$ cat src/tupe_pkg.sv
// Constants, field layouts and carrier types of the VLAN table walker.
// Assumes a 32-bit APB register bus and a VLAN table memory that returns
// read data one clock after the read strobe.
package tupe_pkg;

    // --------------------------------------------------------------------
    // Widths
    // --------------------------------------------------------------------
    localparam int ADDR_W = 13;
    localparam int TAG_W = 16;
    localparam int PORT_W = 11;
    localparam int CNT_W = 4;
    localparam int UPD_W = 16;
    localparam int PADDR_W = 12;

    // --------------------------------------------------------------------
    // Register byte offsets
    // --------------------------------------------------------------------
    localparam logic [PADDR_W-1:0] OFS_CTRL = 12'h000;
    localparam logic [PADDR_W-1:0] OFS_RANGE = 12'h004;
    localparam logic [PADDR_W-1:0] OFS_CMD = 12'h008;
    localparam logic [PADDR_W-1:0] OFS_VALUE = 12'h00C;
    localparam logic [PADDR_W-1:0] OFS_BITS = 12'h010;
    localparam logic [PADDR_W-1:0] OFS_PORTS = 12'h014;
    localparam logic [PADDR_W-1:0] OFS_PCOUNT = 12'h018;
    localparam logic [PADDR_W-1:0] OFS_STATUS = 12'h01C;

    // --------------------------------------------------------------------
    // Field positions
    // --------------------------------------------------------------------
    localparam int CTRL_START_BIT = 0;
    localparam int CTRL_VAL_BIT = 1;
    localparam int CTRL_BIT_BIT = 2;
    localparam int CTRL_A_BIT = 3;
    localparam int CTRL_B_BIT = 4;
    localparam int CTRL_COMB_BIT = 5;
    localparam int HI_LSB = 16;

    // --------------------------------------------------------------------
    // Reset values
    // --------------------------------------------------------------------
    localparam logic [CNT_W-1:0] PCOUNT_RST = 4'hB;

    // One VLAN table entry as seen by the walker
    typedef struct packed {
        logic [TAG_W-1:0] group_tag;
        logic [PORT_W-1:0] port_mask;
    } vlan_entry_s;

    // Selection test enables
    typedef struct packed {
        logic value_en;
        logic bit_en;
        logic port_a_en;
        logic port_b_en;
        logic comb_en;
    } match_cfg_s;

endpackage : tupe_pkg

$ cat src/vlan_table_bulk_updater.sv
// VLAN table bulk updater: APB register file plus a walker that reads,
// filters, edits and writes back VLAN table entries.
// Assumes the table memory samples tbl_rd/tbl_wr at the clock edge and
// presents read data on tbl_rdata from the next cycle until the next read.
//
// Decided for this implementation: the APB register port and the placing of the registers.
`timescale 1ns/10ps

module vlan_table_bulk_updater import tupe_pkg::*; (
    // Clock and reset
    input wire logic clk,
    input wire logic rst_b,
    // APB slave
    input wire logic psel,
    input wire logic penable,
    input wire logic pwrite,
    input wire logic [PADDR_W-1:0] paddr,
    input wire logic [31:0] pwdata,
    output logic pready,
    output logic [31:0] prdata,
    output logic pslverr,
    // VLAN table memory
    output logic [ADDR_W-1:0] tbl_addr,
    output logic tbl_rd,
    output logic tbl_wr,
    output vlan_entry_s tbl_wdata,
    input wire vlan_entry_s tbl_rdata
);

    // --------------------------------------------------------------------
    // Declarations
    // --------------------------------------------------------------------
    typedef enum logic [1:0] {S_IDLE, S_WAIT, S_EVAL, S_WRITE} walk_state_e;

    walk_state_e state;
    match_cfg_s cfg;
    logic [ADDR_W-1:0] first_addr;
    logic [ADDR_W-1:0] end_addr;
    logic [PORT_W-1:0] clear_cmd;
    logic [PORT_W-1:0] set_cmd;
    logic [TAG_W-1:0] compare_value;
    logic [TAG_W-1:0] value_mask;
    logic [TAG_W-1:0] bit_mask;
    logic [PORT_W-1:0] mask_a;
    logic [PORT_W-1:0] mask_b;
    logic [CNT_W-1:0] port_count;
    logic [UPD_W-1:0] upd_count;
    logic busy;
    logic wr_fire;
    logic start_req;
    logic [31:0] next_rdata;
    logic next_err;
    logic [ADDR_W-1:0] next_addr;
    logic more;
    logic [PORT_W-1:0] in_range;
    logic [PORT_W-1:0] clr_eff;
    logic [PORT_W-1:0] set_eff;
    logic [PORT_W-1:0] next_mask;
    logic pass_value;
    logic pass_bit;
    logic pass_a;
    logic pass_b;
    logic pass_comb;
    logic qualify;

    // Address decode shared by the read and the write path
    function automatic logic mapped(input logic [PADDR_W-1:0] a);
        mapped = (a == OFS_CTRL) || (a == OFS_RANGE) || (a == OFS_CMD) ||
                 (a == OFS_VALUE) || (a == OFS_BITS) ||
                 (a == OFS_PORTS) || (a == OFS_PCOUNT) ||
                 (a == OFS_STATUS);
    endfunction : mapped

    // --------------------------------------------------------------------
    // APB slave
    // --------------------------------------------------------------------

    // Writes land at the completing access edge only
    assign wr_fire = psel && penable && pready && pwrite;
    assign start_req = wr_fire && (paddr == OFS_CTRL) &&
                       pwdata[CTRL_START_BIT];
    assign busy = (state != S_IDLE);

    // Read data, built in the setup cycle and registered for the access
    always_comb begin
        next_rdata = 32'h0000_0000;
        next_err = !mapped(paddr);
        unique case (paddr)
            OFS_CTRL: begin
                next_rdata[CTRL_START_BIT] = busy;
                next_rdata[CTRL_VAL_BIT] = cfg.value_en;
                next_rdata[CTRL_BIT_BIT] = cfg.bit_en;
                next_rdata[CTRL_A_BIT] = cfg.port_a_en;
                next_rdata[CTRL_B_BIT] = cfg.port_b_en;
                next_rdata[CTRL_COMB_BIT] = cfg.comb_en;
            end
            OFS_RANGE: begin
                next_rdata[ADDR_W-1:0] = first_addr;
                next_rdata[HI_LSB +: ADDR_W] = end_addr;
            end
            OFS_CMD: begin
                next_rdata[PORT_W-1:0] = clear_cmd;
                next_rdata[HI_LSB +: PORT_W] = set_cmd;
            end
            OFS_VALUE: begin
                next_rdata[TAG_W-1:0] = compare_value;
                next_rdata[HI_LSB +: TAG_W] = value_mask;
            end
            OFS_BITS: next_rdata[TAG_W-1:0] = bit_mask;
            OFS_PORTS: begin
                next_rdata[PORT_W-1:0] = mask_a;
                next_rdata[HI_LSB +: PORT_W] = mask_b;
            end
            OFS_PCOUNT: next_rdata[CNT_W-1:0] = port_count;
            OFS_STATUS: begin
                next_rdata[ADDR_W-1:0] = tbl_addr;
                next_rdata[HI_LSB +: UPD_W] = upd_count;
            end
            default: next_rdata = 32'h0000_0000;
        endcase
    end

    // One access cycle: pready rises the cycle after setup
    always_ff @(posedge clk or negedge rst_b) begin
        if (!rst_b) begin
            pready <= 1'b0;
            prdata <= 32'h0000_0000;
            pslverr <= 1'b0;
        end else if (psel && !penable) begin
            pready <= 1'b1;
            prdata <= pwrite ? 32'h0000_0000 : next_rdata;
            pslverr <= next_err;
        end else begin
            pready <= 1'b0;
            prdata <= 32'h0000_0000;
            pslverr <= 1'b0;
        end
    end

    // Configuration registers; changing them mid-walk is unsupported
    always_ff @(posedge clk or negedge rst_b) begin
        if (!rst_b) begin
            cfg <= '0;
            first_addr <= 13'h0000;
            end_addr <= 13'h0000;
            clear_cmd <= 11'h000;
            set_cmd <= 11'h000;
            compare_value <= 16'h0000;
            value_mask <= 16'h0000;
            bit_mask <= 16'h0000;
            mask_a <= 11'h000;
            mask_b <= 11'h000;
            port_count <= PCOUNT_RST;
        end else if (wr_fire && mapped(paddr)) begin
            unique case (paddr)
                OFS_CTRL: begin
                    cfg.value_en <= pwdata[CTRL_VAL_BIT];
                    cfg.bit_en <= pwdata[CTRL_BIT_BIT];
                    cfg.port_a_en <= pwdata[CTRL_A_BIT];
                    cfg.port_b_en <= pwdata[CTRL_B_BIT];
                    cfg.comb_en <= pwdata[CTRL_COMB_BIT];
                end
                OFS_RANGE: begin
                    first_addr <= pwdata[ADDR_W-1:0];
                    end_addr <= pwdata[HI_LSB +: ADDR_W];
                end
                OFS_CMD: begin
                    clear_cmd <= pwdata[PORT_W-1:0];
                    set_cmd <= pwdata[HI_LSB +: PORT_W];
                end
                OFS_VALUE: begin
                    compare_value <= pwdata[TAG_W-1:0];
                    value_mask <= pwdata[HI_LSB +: TAG_W];
                end
                OFS_BITS: bit_mask <= pwdata[TAG_W-1:0];
                OFS_PORTS: begin
                    mask_a <= pwdata[PORT_W-1:0];
                    mask_b <= pwdata[HI_LSB +: PORT_W];
                end
                OFS_PCOUNT: port_count <= pwdata[CNT_W-1:0];
                OFS_STATUS: port_count <= port_count; // Read only
            endcase
        end
    end

    // --------------------------------------------------------------------
    // Entry selection and editing
    // --------------------------------------------------------------------

    // Each test passes outright when its enable is off
    assign pass_value = !cfg.value_en ||
        ((tbl_rdata.group_tag & value_mask) == compare_value);
    assign pass_bit = !cfg.bit_en ||
        ((tbl_rdata.group_tag & bit_mask) != 16'h0000);
    assign pass_a = !cfg.port_a_en ||
        ((tbl_rdata.port_mask & mask_a) != 11'h000);
    assign pass_b = !cfg.port_b_en ||
        ((tbl_rdata.port_mask & mask_b) != 11'h000);
    assign pass_comb = !cfg.comb_en ||
        ((tbl_rdata.group_tag & bit_mask) != 16'h0000) ||
        ((tbl_rdata.port_mask & mask_a) != 11'h000);
    assign qualify = pass_value && pass_bit && pass_a && pass_comb &&
                     pass_b;

    // Per-port edit; ports at or above the count are left alone
    for (genvar p = 0; p < PORT_W; p++) begin : g_port
        assign in_range[p] = (CNT_W'(p) < port_count);
        assign clr_eff[p] = clear_cmd[p] && in_range[p];
        assign set_eff[p] = set_cmd[p] && in_range[p];
        assign next_mask[p] =
            (clr_eff[p] && set_eff[p]) ? !tbl_rdata.port_mask[p] :
            clr_eff[p] ? 1'b0 :
            set_eff[p] ? 1'b1 :
            tbl_rdata.port_mask[p];
    end

    // End bound is exclusive, as the walk loop stops before it
    assign next_addr = tbl_addr + 13'h0001;
    assign more = (next_addr < end_addr);

    // --------------------------------------------------------------------
    // Walker
    // --------------------------------------------------------------------

    // Read, evaluate, optionally write back, then step
    always_ff @(posedge clk or negedge rst_b) begin
        if (!rst_b) begin
            state <= S_IDLE;
            tbl_addr <= 13'h0000;
            tbl_rd <= 1'b0;
            tbl_wr <= 1'b0;
            tbl_wdata <= '0;
            upd_count <= 16'h0000;
        end else begin
            unique case (state)
                S_IDLE: begin
                    if (start_req) begin
                        tbl_addr <= first_addr;
                        upd_count <= 16'h0000;
                        if (first_addr < end_addr) begin
                            tbl_rd <= 1'b1;
                            state <= S_WAIT;
                        end
                    end
                end
                S_WAIT: begin
                    tbl_rd <= 1'b0;
                    state <= S_EVAL;
                end
                S_EVAL: begin
                    if (qualify) begin
                        tbl_wr <= 1'b1;
                        tbl_wdata.group_tag <= tbl_rdata.group_tag;
                        tbl_wdata.port_mask <= next_mask;
                        upd_count <= upd_count + 16'h0001;
                        state <= S_WRITE;
                    end else if (more) begin
                        tbl_addr <= next_addr;
                        tbl_rd <= 1'b1;
                        state <= S_WAIT;
                    end else begin
                        state <= S_IDLE;
                    end
                end
                S_WRITE: begin
                    tbl_wr <= 1'b0;
                    if (more) begin
                        tbl_addr <= next_addr;
                        tbl_rd <= 1'b1;
                        state <= S_WAIT;
                    end else begin
                        state <= S_IDLE;
                    end
                end
            endcase
        end
    end
endmodule : vlan_table_bulk_updater

$ cat config.mk
export PLATFORM = sky130hd
export DESIGN_NAME = vlan_table_bulk_updater
export DESIGN_NICKNAME = d
export VERILOG_FILES = /design/src/tupe_pkg.sv /design/src/vlan_table_bulk_updater.sv
export SDC_FILE = /design/constraint.sdc
export NUM_CORES = 1
export LEC_CHECK = 0
export ABC_CLOCK_PERIOD_IN_PS = 6500
export BUFFER_PORTS_ARGS = -buffer_cell sky130_fd_sc_hd__buf_2
export CORE_UTILIZATION = 45
export CTS_BUF_LIST = sky130_fd_sc_hd__clkbuf_2
export DETAILED_ROUTE_END_ITERATION = 12
export GPL_TIMING_DRIVEN = 1
export HOLD_SLACK_MARGIN = 0.15
export PLACE_DENSITY_LB_ADDON = 0.1
export SLEW_MARGIN = 20
export SYNTH_ARGS = -nofsm -noshare
export SYNTH_HDL_FRONTEND = slang
export SYNTH_SLANG_ARGS = --single-unit
$ cat constraint.sdc
create_clock -name clk -period 6.5 [get_ports clk]
set_clock_uncertainty 0.15 [all_clocks]
set_input_delay 0.325 -clock clk [delete_from_list [all_inputs] [get_ports clk]]
set_output_delay 0.325 -clock clk [all_outputs]
set_load 0.01 [all_outputs]
# [After elaboration in Yosys (flattened, before gate mapping)]
# Cells that the tools add are included.
[classes] addsub=2 magnitude_cmp=13 eq_ne=15 mux=64 n_bitwise=4 reduce_logical=97
[op_table] cell="32-bit two-way mux" count=2
[op_table] cell="11-bit case mux with 5 select lines" count=1
[op_table] cell="12-bit by 5-bit equality test with 1-bit output (second input constant)" count=4
[op_table] cell="1-bit logical AND" count=44
[op_table] cell="1-bit two-way mux" count=41
[op_table] cell="13-bit two-way mux" count=3
[op_table] cell="13-bit case mux with 3 select lines" count=1
[op_table] cell="16-bit AND" count=2
[op_table] cell="16-bit two-way mux" count=2
[op_table] cell="16-bit case mux with 2 select lines" count=1
[op_table] cell="4-bit case mux with 8 select lines" count=1
[op_table] cell="5-bit case mux with 6 select lines" count=1
[op_table] cell="13-bit < comparator" count=2
[op_table] cell="12-bit by 4-bit equality test with 1-bit output (second input constant)" count=2
[op_table] cell="11-bit AND" count=2
[op_table] cell="11-bit nonzero test" count=2
[op_table] cell="2-bit AND reduction" count=10
[op_table] cell="1-bit zero test" count=18
[op_table] cell="16-bit by 1-bit adder with 16-bit output (second input constant)" count=1
[op_table] cell="16-bit equality test" count=1
[op_table] cell="3-bit by 4-bit < comparator with 1-bit output (first input constant)" count=4
[op_table] cell="2-bit case mux with 4 select lines" count=2
[op_table] cell="16-bit nonzero test" count=1
[op_table] cell="2-bit case mux with 7 select lines" count=1
[op_table] cell="other kinds (19)" count=46
[word_totals] ff_bits=221 input_bits=76 out_inout_bits=76 elab_cells=220

# [Depth between registers and ports, before layout]
[depth] word_depth=10 mapped_depth=14 mapped_depth_nobuf=13

# [Least setup slack after synthesis]
# OpenSTA, ideal clock, no wires.
[synth_path] path_type="reg2reg" start="register tbl_addr[0]" end="register tbl_addr[3]" setup_ns=0.123 t_arrival_ns=3.378 t_required_ns=6.227 path_slack_ns=2.849 path_stages_with_launch=15 path_buffers=1 cell_sequence="dfrtp_1 > ha_1 > and3_1 > and3_1 > nand3_1 > nor4_1 > xnor2_1 > ha_1 > and2_0 > o2111ai_1 > o211a_1 > nand2b_1 > and2_1 > buf_4 > o221a_2"
[synth_between] elab_chain_cells=5
[synth_rtl] item="start: declaration" line="vlan_table_bulk_updater.sv:23" source="output logic [ADDR_W-1:0] tbl_addr,"
[synth_rtl] item="start signal: assignment" line="vlan_table_bulk_updater.sv:238" source="tbl_addr <= first_addr;"
[synth_rtl] item="start signal: assignment" line="vlan_table_bulk_updater.sv:258" source="tbl_addr <= next_addr;"
[synth_rtl] item="start signal: assignment" line="vlan_table_bulk_updater.sv:268" source="tbl_addr <= next_addr;"
[synth_rtl] item="13-bit by 1-bit adder with 13-bit output *" line="vlan_table_bulk_updater.sv:218" source="assign next_addr = tbl_addr + 13'h0001;"
[synth_rtl] item="13-bit < comparator" line="vlan_table_bulk_updater.sv:219" source="assign more = (next_addr < end_addr);"
[synth_rtl] item="13-bit two-way mux *" line="vlan_table_bulk_updater.sv:257, vlan_table_bulk_updater.sv:267"
[synth_rtl] item="13-bit two-way mux" line="vlan_table_bulk_updater.sv:251" source="if (qualify) begin"
[synth_rtl] item="13-bit case mux with 3 select lines *" line="vlan_table_bulk_updater.sv:235" source="unique case (state)"
# Mark *: on every way between the ends. The rest lies on a longest branch, timed or not. The select of a mux whose other input is x is not followed.
# A chain may end at the register's enable or synchronous reset.

# [Worst setup path after layout]
[layout_path] start="register tbl_addr[0]" end="register tbl_addr[11]"
# The elaborated chain is that of the path after synthesis.

==> results.txt <==
----------------------------------------------------
[Status]
  Run status ... complete, no violations

[Worst setup path]
  WS Path Type ... register to register
  Critical path launch point type ... register
  Critical Path End Type ... register
  Worst reg2reg path depth ... 13
  Largest fanout on the critical path ... 8
  Required time at the endpoint of the critical path ... 7.14 ns
  CP arrival ... 5.01 ns

[Detailed routing]
  Per-cell via count in the routed design ... 5.82
  Met3 wire length ... 3.31 mm
  Met1 Wirelength ... 16.3 mm
  Total wire length ... 38.0 mm
  Met2 routed wirelength ... 16.8 mm
  Number of DRC markers after the initial detailed-route iteration ... 1028
  Routed vias ... 9639
  Per-cell routed wire length ... 22.9 um
  Highest routing layer actually used ... met4
  DRC violation count after routing ... 0
  ANT nets after route ... 0
  Router iterations before antenna repair ... 8

[Clock network]
  Count of cells resized by post-cts repair ... 0
  Sinks on the clock net ... 221
  Number of buffers created by CTS ... 59
  Number of levels in the clock H-tree ... 2
  Clk pin slew, worst setup/hold paths ... 0.09 ns
  TritonCTS clock tree ... built
  Clock tree root driver cell ... clkbuf_2
  Clock network latency to the later pin of the worst-skew pair ... 0.88 ns
  Deepest clock path buffer count ... 3

[Power]
  Power share of the sequential group ... 46.6%
  Power Internal ... 2330 uW
  Total design power ... 3620 uW
  Peak supply drop ... 0.151 mV
  Part of the total power dissipated in the clock network ... 28.1%
  Power dissipated by switching net loads ... 1290 uW
  Fraction of power spent switching nets ... 35.6%
  Static leakage ... 0.00693 uW
  Power density over cell area ... 262 mW/mm2
  Fraction of power consumed by combinational cells ... 25.3%

[Logic synthesis]
  Share of the yosys chip area belonging to registers ... 50.4%
  Post-synthesis sequential element count ... 221
  Cell count after synthesis ... 999
  Yosys warnings ... 0
  Number of flops mapped to enable cells by yosys ... 0
  Async set or reset register ratio after synthesis ... 100%
  Library cells used by synthesis ... 64
  Synthesized cell area ... 0.0110 mm2
  Most frequently used flop master after synthesis ... dfrtp_1
  Average cell area after synthesis ... 11.0 um2
  Post-synth net total ... 1101

[Global routing]
  Number of global-route vias before repair ... 9434
  Number of antenna violations at the first check in global routing ... 1
  Remaining Overflow, GRT ... 0
  Maximum number of pins on one net before global-route repair ... 81
  Wire length of the first global-routing pass ... 57.0 mm
  Global router's overall resource usage ... 31.4%

[Timing]
  Slew at the pin closest to its max-slew limit ... 1.13 ns
  Final setup vio count ... 0
  RSZ-0062 raised after global routing ... no
  FMAX ... 229 MHz
  Total Negative Setup Slacks ... 0 ns
  Count of pins over their slew limit ... 0
  Share of the cycle needed by the critical path after routing ... 67.3%
  Minimum clock period after layout ... 4.37 ns
  Max transition margin ... 24.4%
  Final Hold Viols ... 0

[Hold path]
  Hold WC Path Type ... primary input to register
  Hold-critical path depth ... 3

[Floorplan]
  Number of top-level pins ... 152
  Initial Utilization ... 46.3%
  Std-Cell Rows ... 56
  Die extent in y ... 158 um
  Die area ... 0.0250 mm2
  Die width ... 158 um
  Core Area ... 0.0237 mm2

[Placed design]
  Hpwl dp ... 26.5 mm
  Number of buffer cells added on primary ports ... 151
  RD Place Congestion ... 0.919
  Cell count after placement ... 1433

[Final layout]
  Post-layout nets ... 1400
  Most used cells in the layout excluding fill and tap cells ... dfrtp_1, buf_2, nand2_1
  Signed area change from the synthesized netlist to the final layout ... 26.1%
  Filler cell count ... 2115
  Non-filler instance count after layout ... 1656
  Most common cell after layout, fill and taps aside ... dfrtp_1
  Fraction of final layout cells with drive strength greater than 1 ... 29.3%

[Run]
  Maxcap violations ... 0

----------------------------------------------------
-- sequential cells by signal (all words and copies together), names as in the netlist, 2 cells and up --
register	count
first_addr	13
compare_value	16
bit_mask	16
mask_a	11
value_mask	16
tbl_addr	13
end_addr	13
tbl_wdata	27
set_cmd	11
clear_cmd	11
cfg	5
port_count	4
prdata	32
mask_b	11
state	2
upd_count	16
-- final timing paths --
check                                          start                        end  slack, ns
max in group asynchronous                      rst_b      mask_b[2]$_DFFE_PN0P_       4.85
hold / removal                            pwdata[18]  value_mask[2]$_DFFE_PN0P_       0.20
hold reg to reg            tbl_wdata[19]$_DFFE_PN0P_  tbl_wdata[19]$_DFFE_PN0P_       0.33
setup / recovery             tbl_addr[0]$_DFFE_PN0P_   tbl_addr[11]$_DFFE_PN0P_       2.13
min in group asynchronous                      rst_b      mask_b[7]$_DFFE_PN0P_       0.47
setup reg to reg             tbl_addr[0]$_DFFE_PN0P_   tbl_addr[11]$_DFFE_PN0P_       2.13
-- Yosys cell counts (3+ instances only) --
master    number  area share (%)
a21o_1        17             1.2
a21oi_1       45             2.1
a221oi_1       9            0.72
a222oi_1      19             1.7
a22oi_1       21             1.4
a311oi_1      12            0.96
a31oi_1        4            0.23
and2_1         6            0.34
and3_1        14            0.80
and4_1         4            0.32
buf_1          8            0.27
buf_2         18            0.82
clkbuf_1      23            0.79
dfrtp_1      218              50
dfstp_2        3            0.72
ha_1          26             3.0
inv_1         24            0.82
mux2_2       117              12
mux2i_1       42             3.8
nand2_1      129             4.4
nand2b_1       6            0.34
nand3_1       12            0.55
nand4_1       15            0.86
nor2_1        55             1.9
nor2b_1        5            0.29
nor3_1         5            0.23
nor4_1         3            0.17
o21a_1         8            0.55
o21ai_0       42             1.9
o22ai_1        7            0.40
or3_1          8            0.46
xnor2_1       10            0.80
xor2_1        20             1.6
-- final cells by class --
cell class	instances	area, um2	share of cell area (%)
well taps	319	399	2.88
clock buffers	86	430	3.11
repair buffers	289	2130	15.4
inverters	25	93.8	0.678
diodes	1	2.50	0.0181
flip-flops and latches	221	5530	40.0
clock inverters	13	104	0.751
multi-input cells	702	5140	37.1
-- cell families after synthesis --
group / Yosys count / share of synthesized area, %
AND/OR/NAND/NOR: 274 / 11.8
flip-flops: 221 / 50.4
AO/OA/AOI/OAI: 211 / 13.5
multiplexers: 161 / 16.0
buffers and inverters: 76 / 2.87
XOR/XNOR: 30 / 2.39
adder cells (fa/ha/maj): 26 / 2.96
-- power groups by stage --
stage / Sequential [uW] / Combinational [uW] / Clock (uW)
6_report: 1690 / 919 / 1020
2_1_floorplan: 1700 / 490 / 0
3_3_place_gp: 1700 / 852 / 0
5_1_grt: 1710 / 1010 / 1110
3_5_place_dp: 1710 / 852 / 0
4_1_cts: 1680 / 912 / 1040
-- what timing repair did --
| action | 4_1_cts | 5_1_grt |
|---|---|---|
| hold endpoints to repair | 421 | 0 |
| hold buffers | 122 | 0 |
| buffers inserted | 0 | 0 |
-- per-stage QoR --
stage               utilization, %  area, um2  setup slack, ns  hold slack, ns
floorplan                        -      11000             2.85          -0.121
detailed placement            50.9      12000             2.22           0.176
global route                  58.4      13800             1.80           0.152
finish                        58.4      13800             2.13           0.196
CTS                           58.3      13800             2.19           0.151
global placement              50.9      12000             2.37           0.176
-- worst max-delay path, cell delays in order (launching register included) --
cell,delay (ns)
dfrtp_1,0.49
ha_1,0.27
and3_1,0.26
and3_1,0.26
nand3_1,0.22
nor4_1,0.35
xnor2_1,0.19
ha_1,0.27
and2_0,0.18
a221oi_1,0.34
o211a_1,0.30
nand2b_1,0.32
and2_1,0.45
mux2i_1,0.24
-- routing by layer --
metal  vias up  global-route usage (%)
met1      4766                    43.7
met3       103                    7.04
met4         0                    13.8
met5         -                       0
li1       4286                       -
met2       484                    46.6
Power figures use the tool's default switching activity.
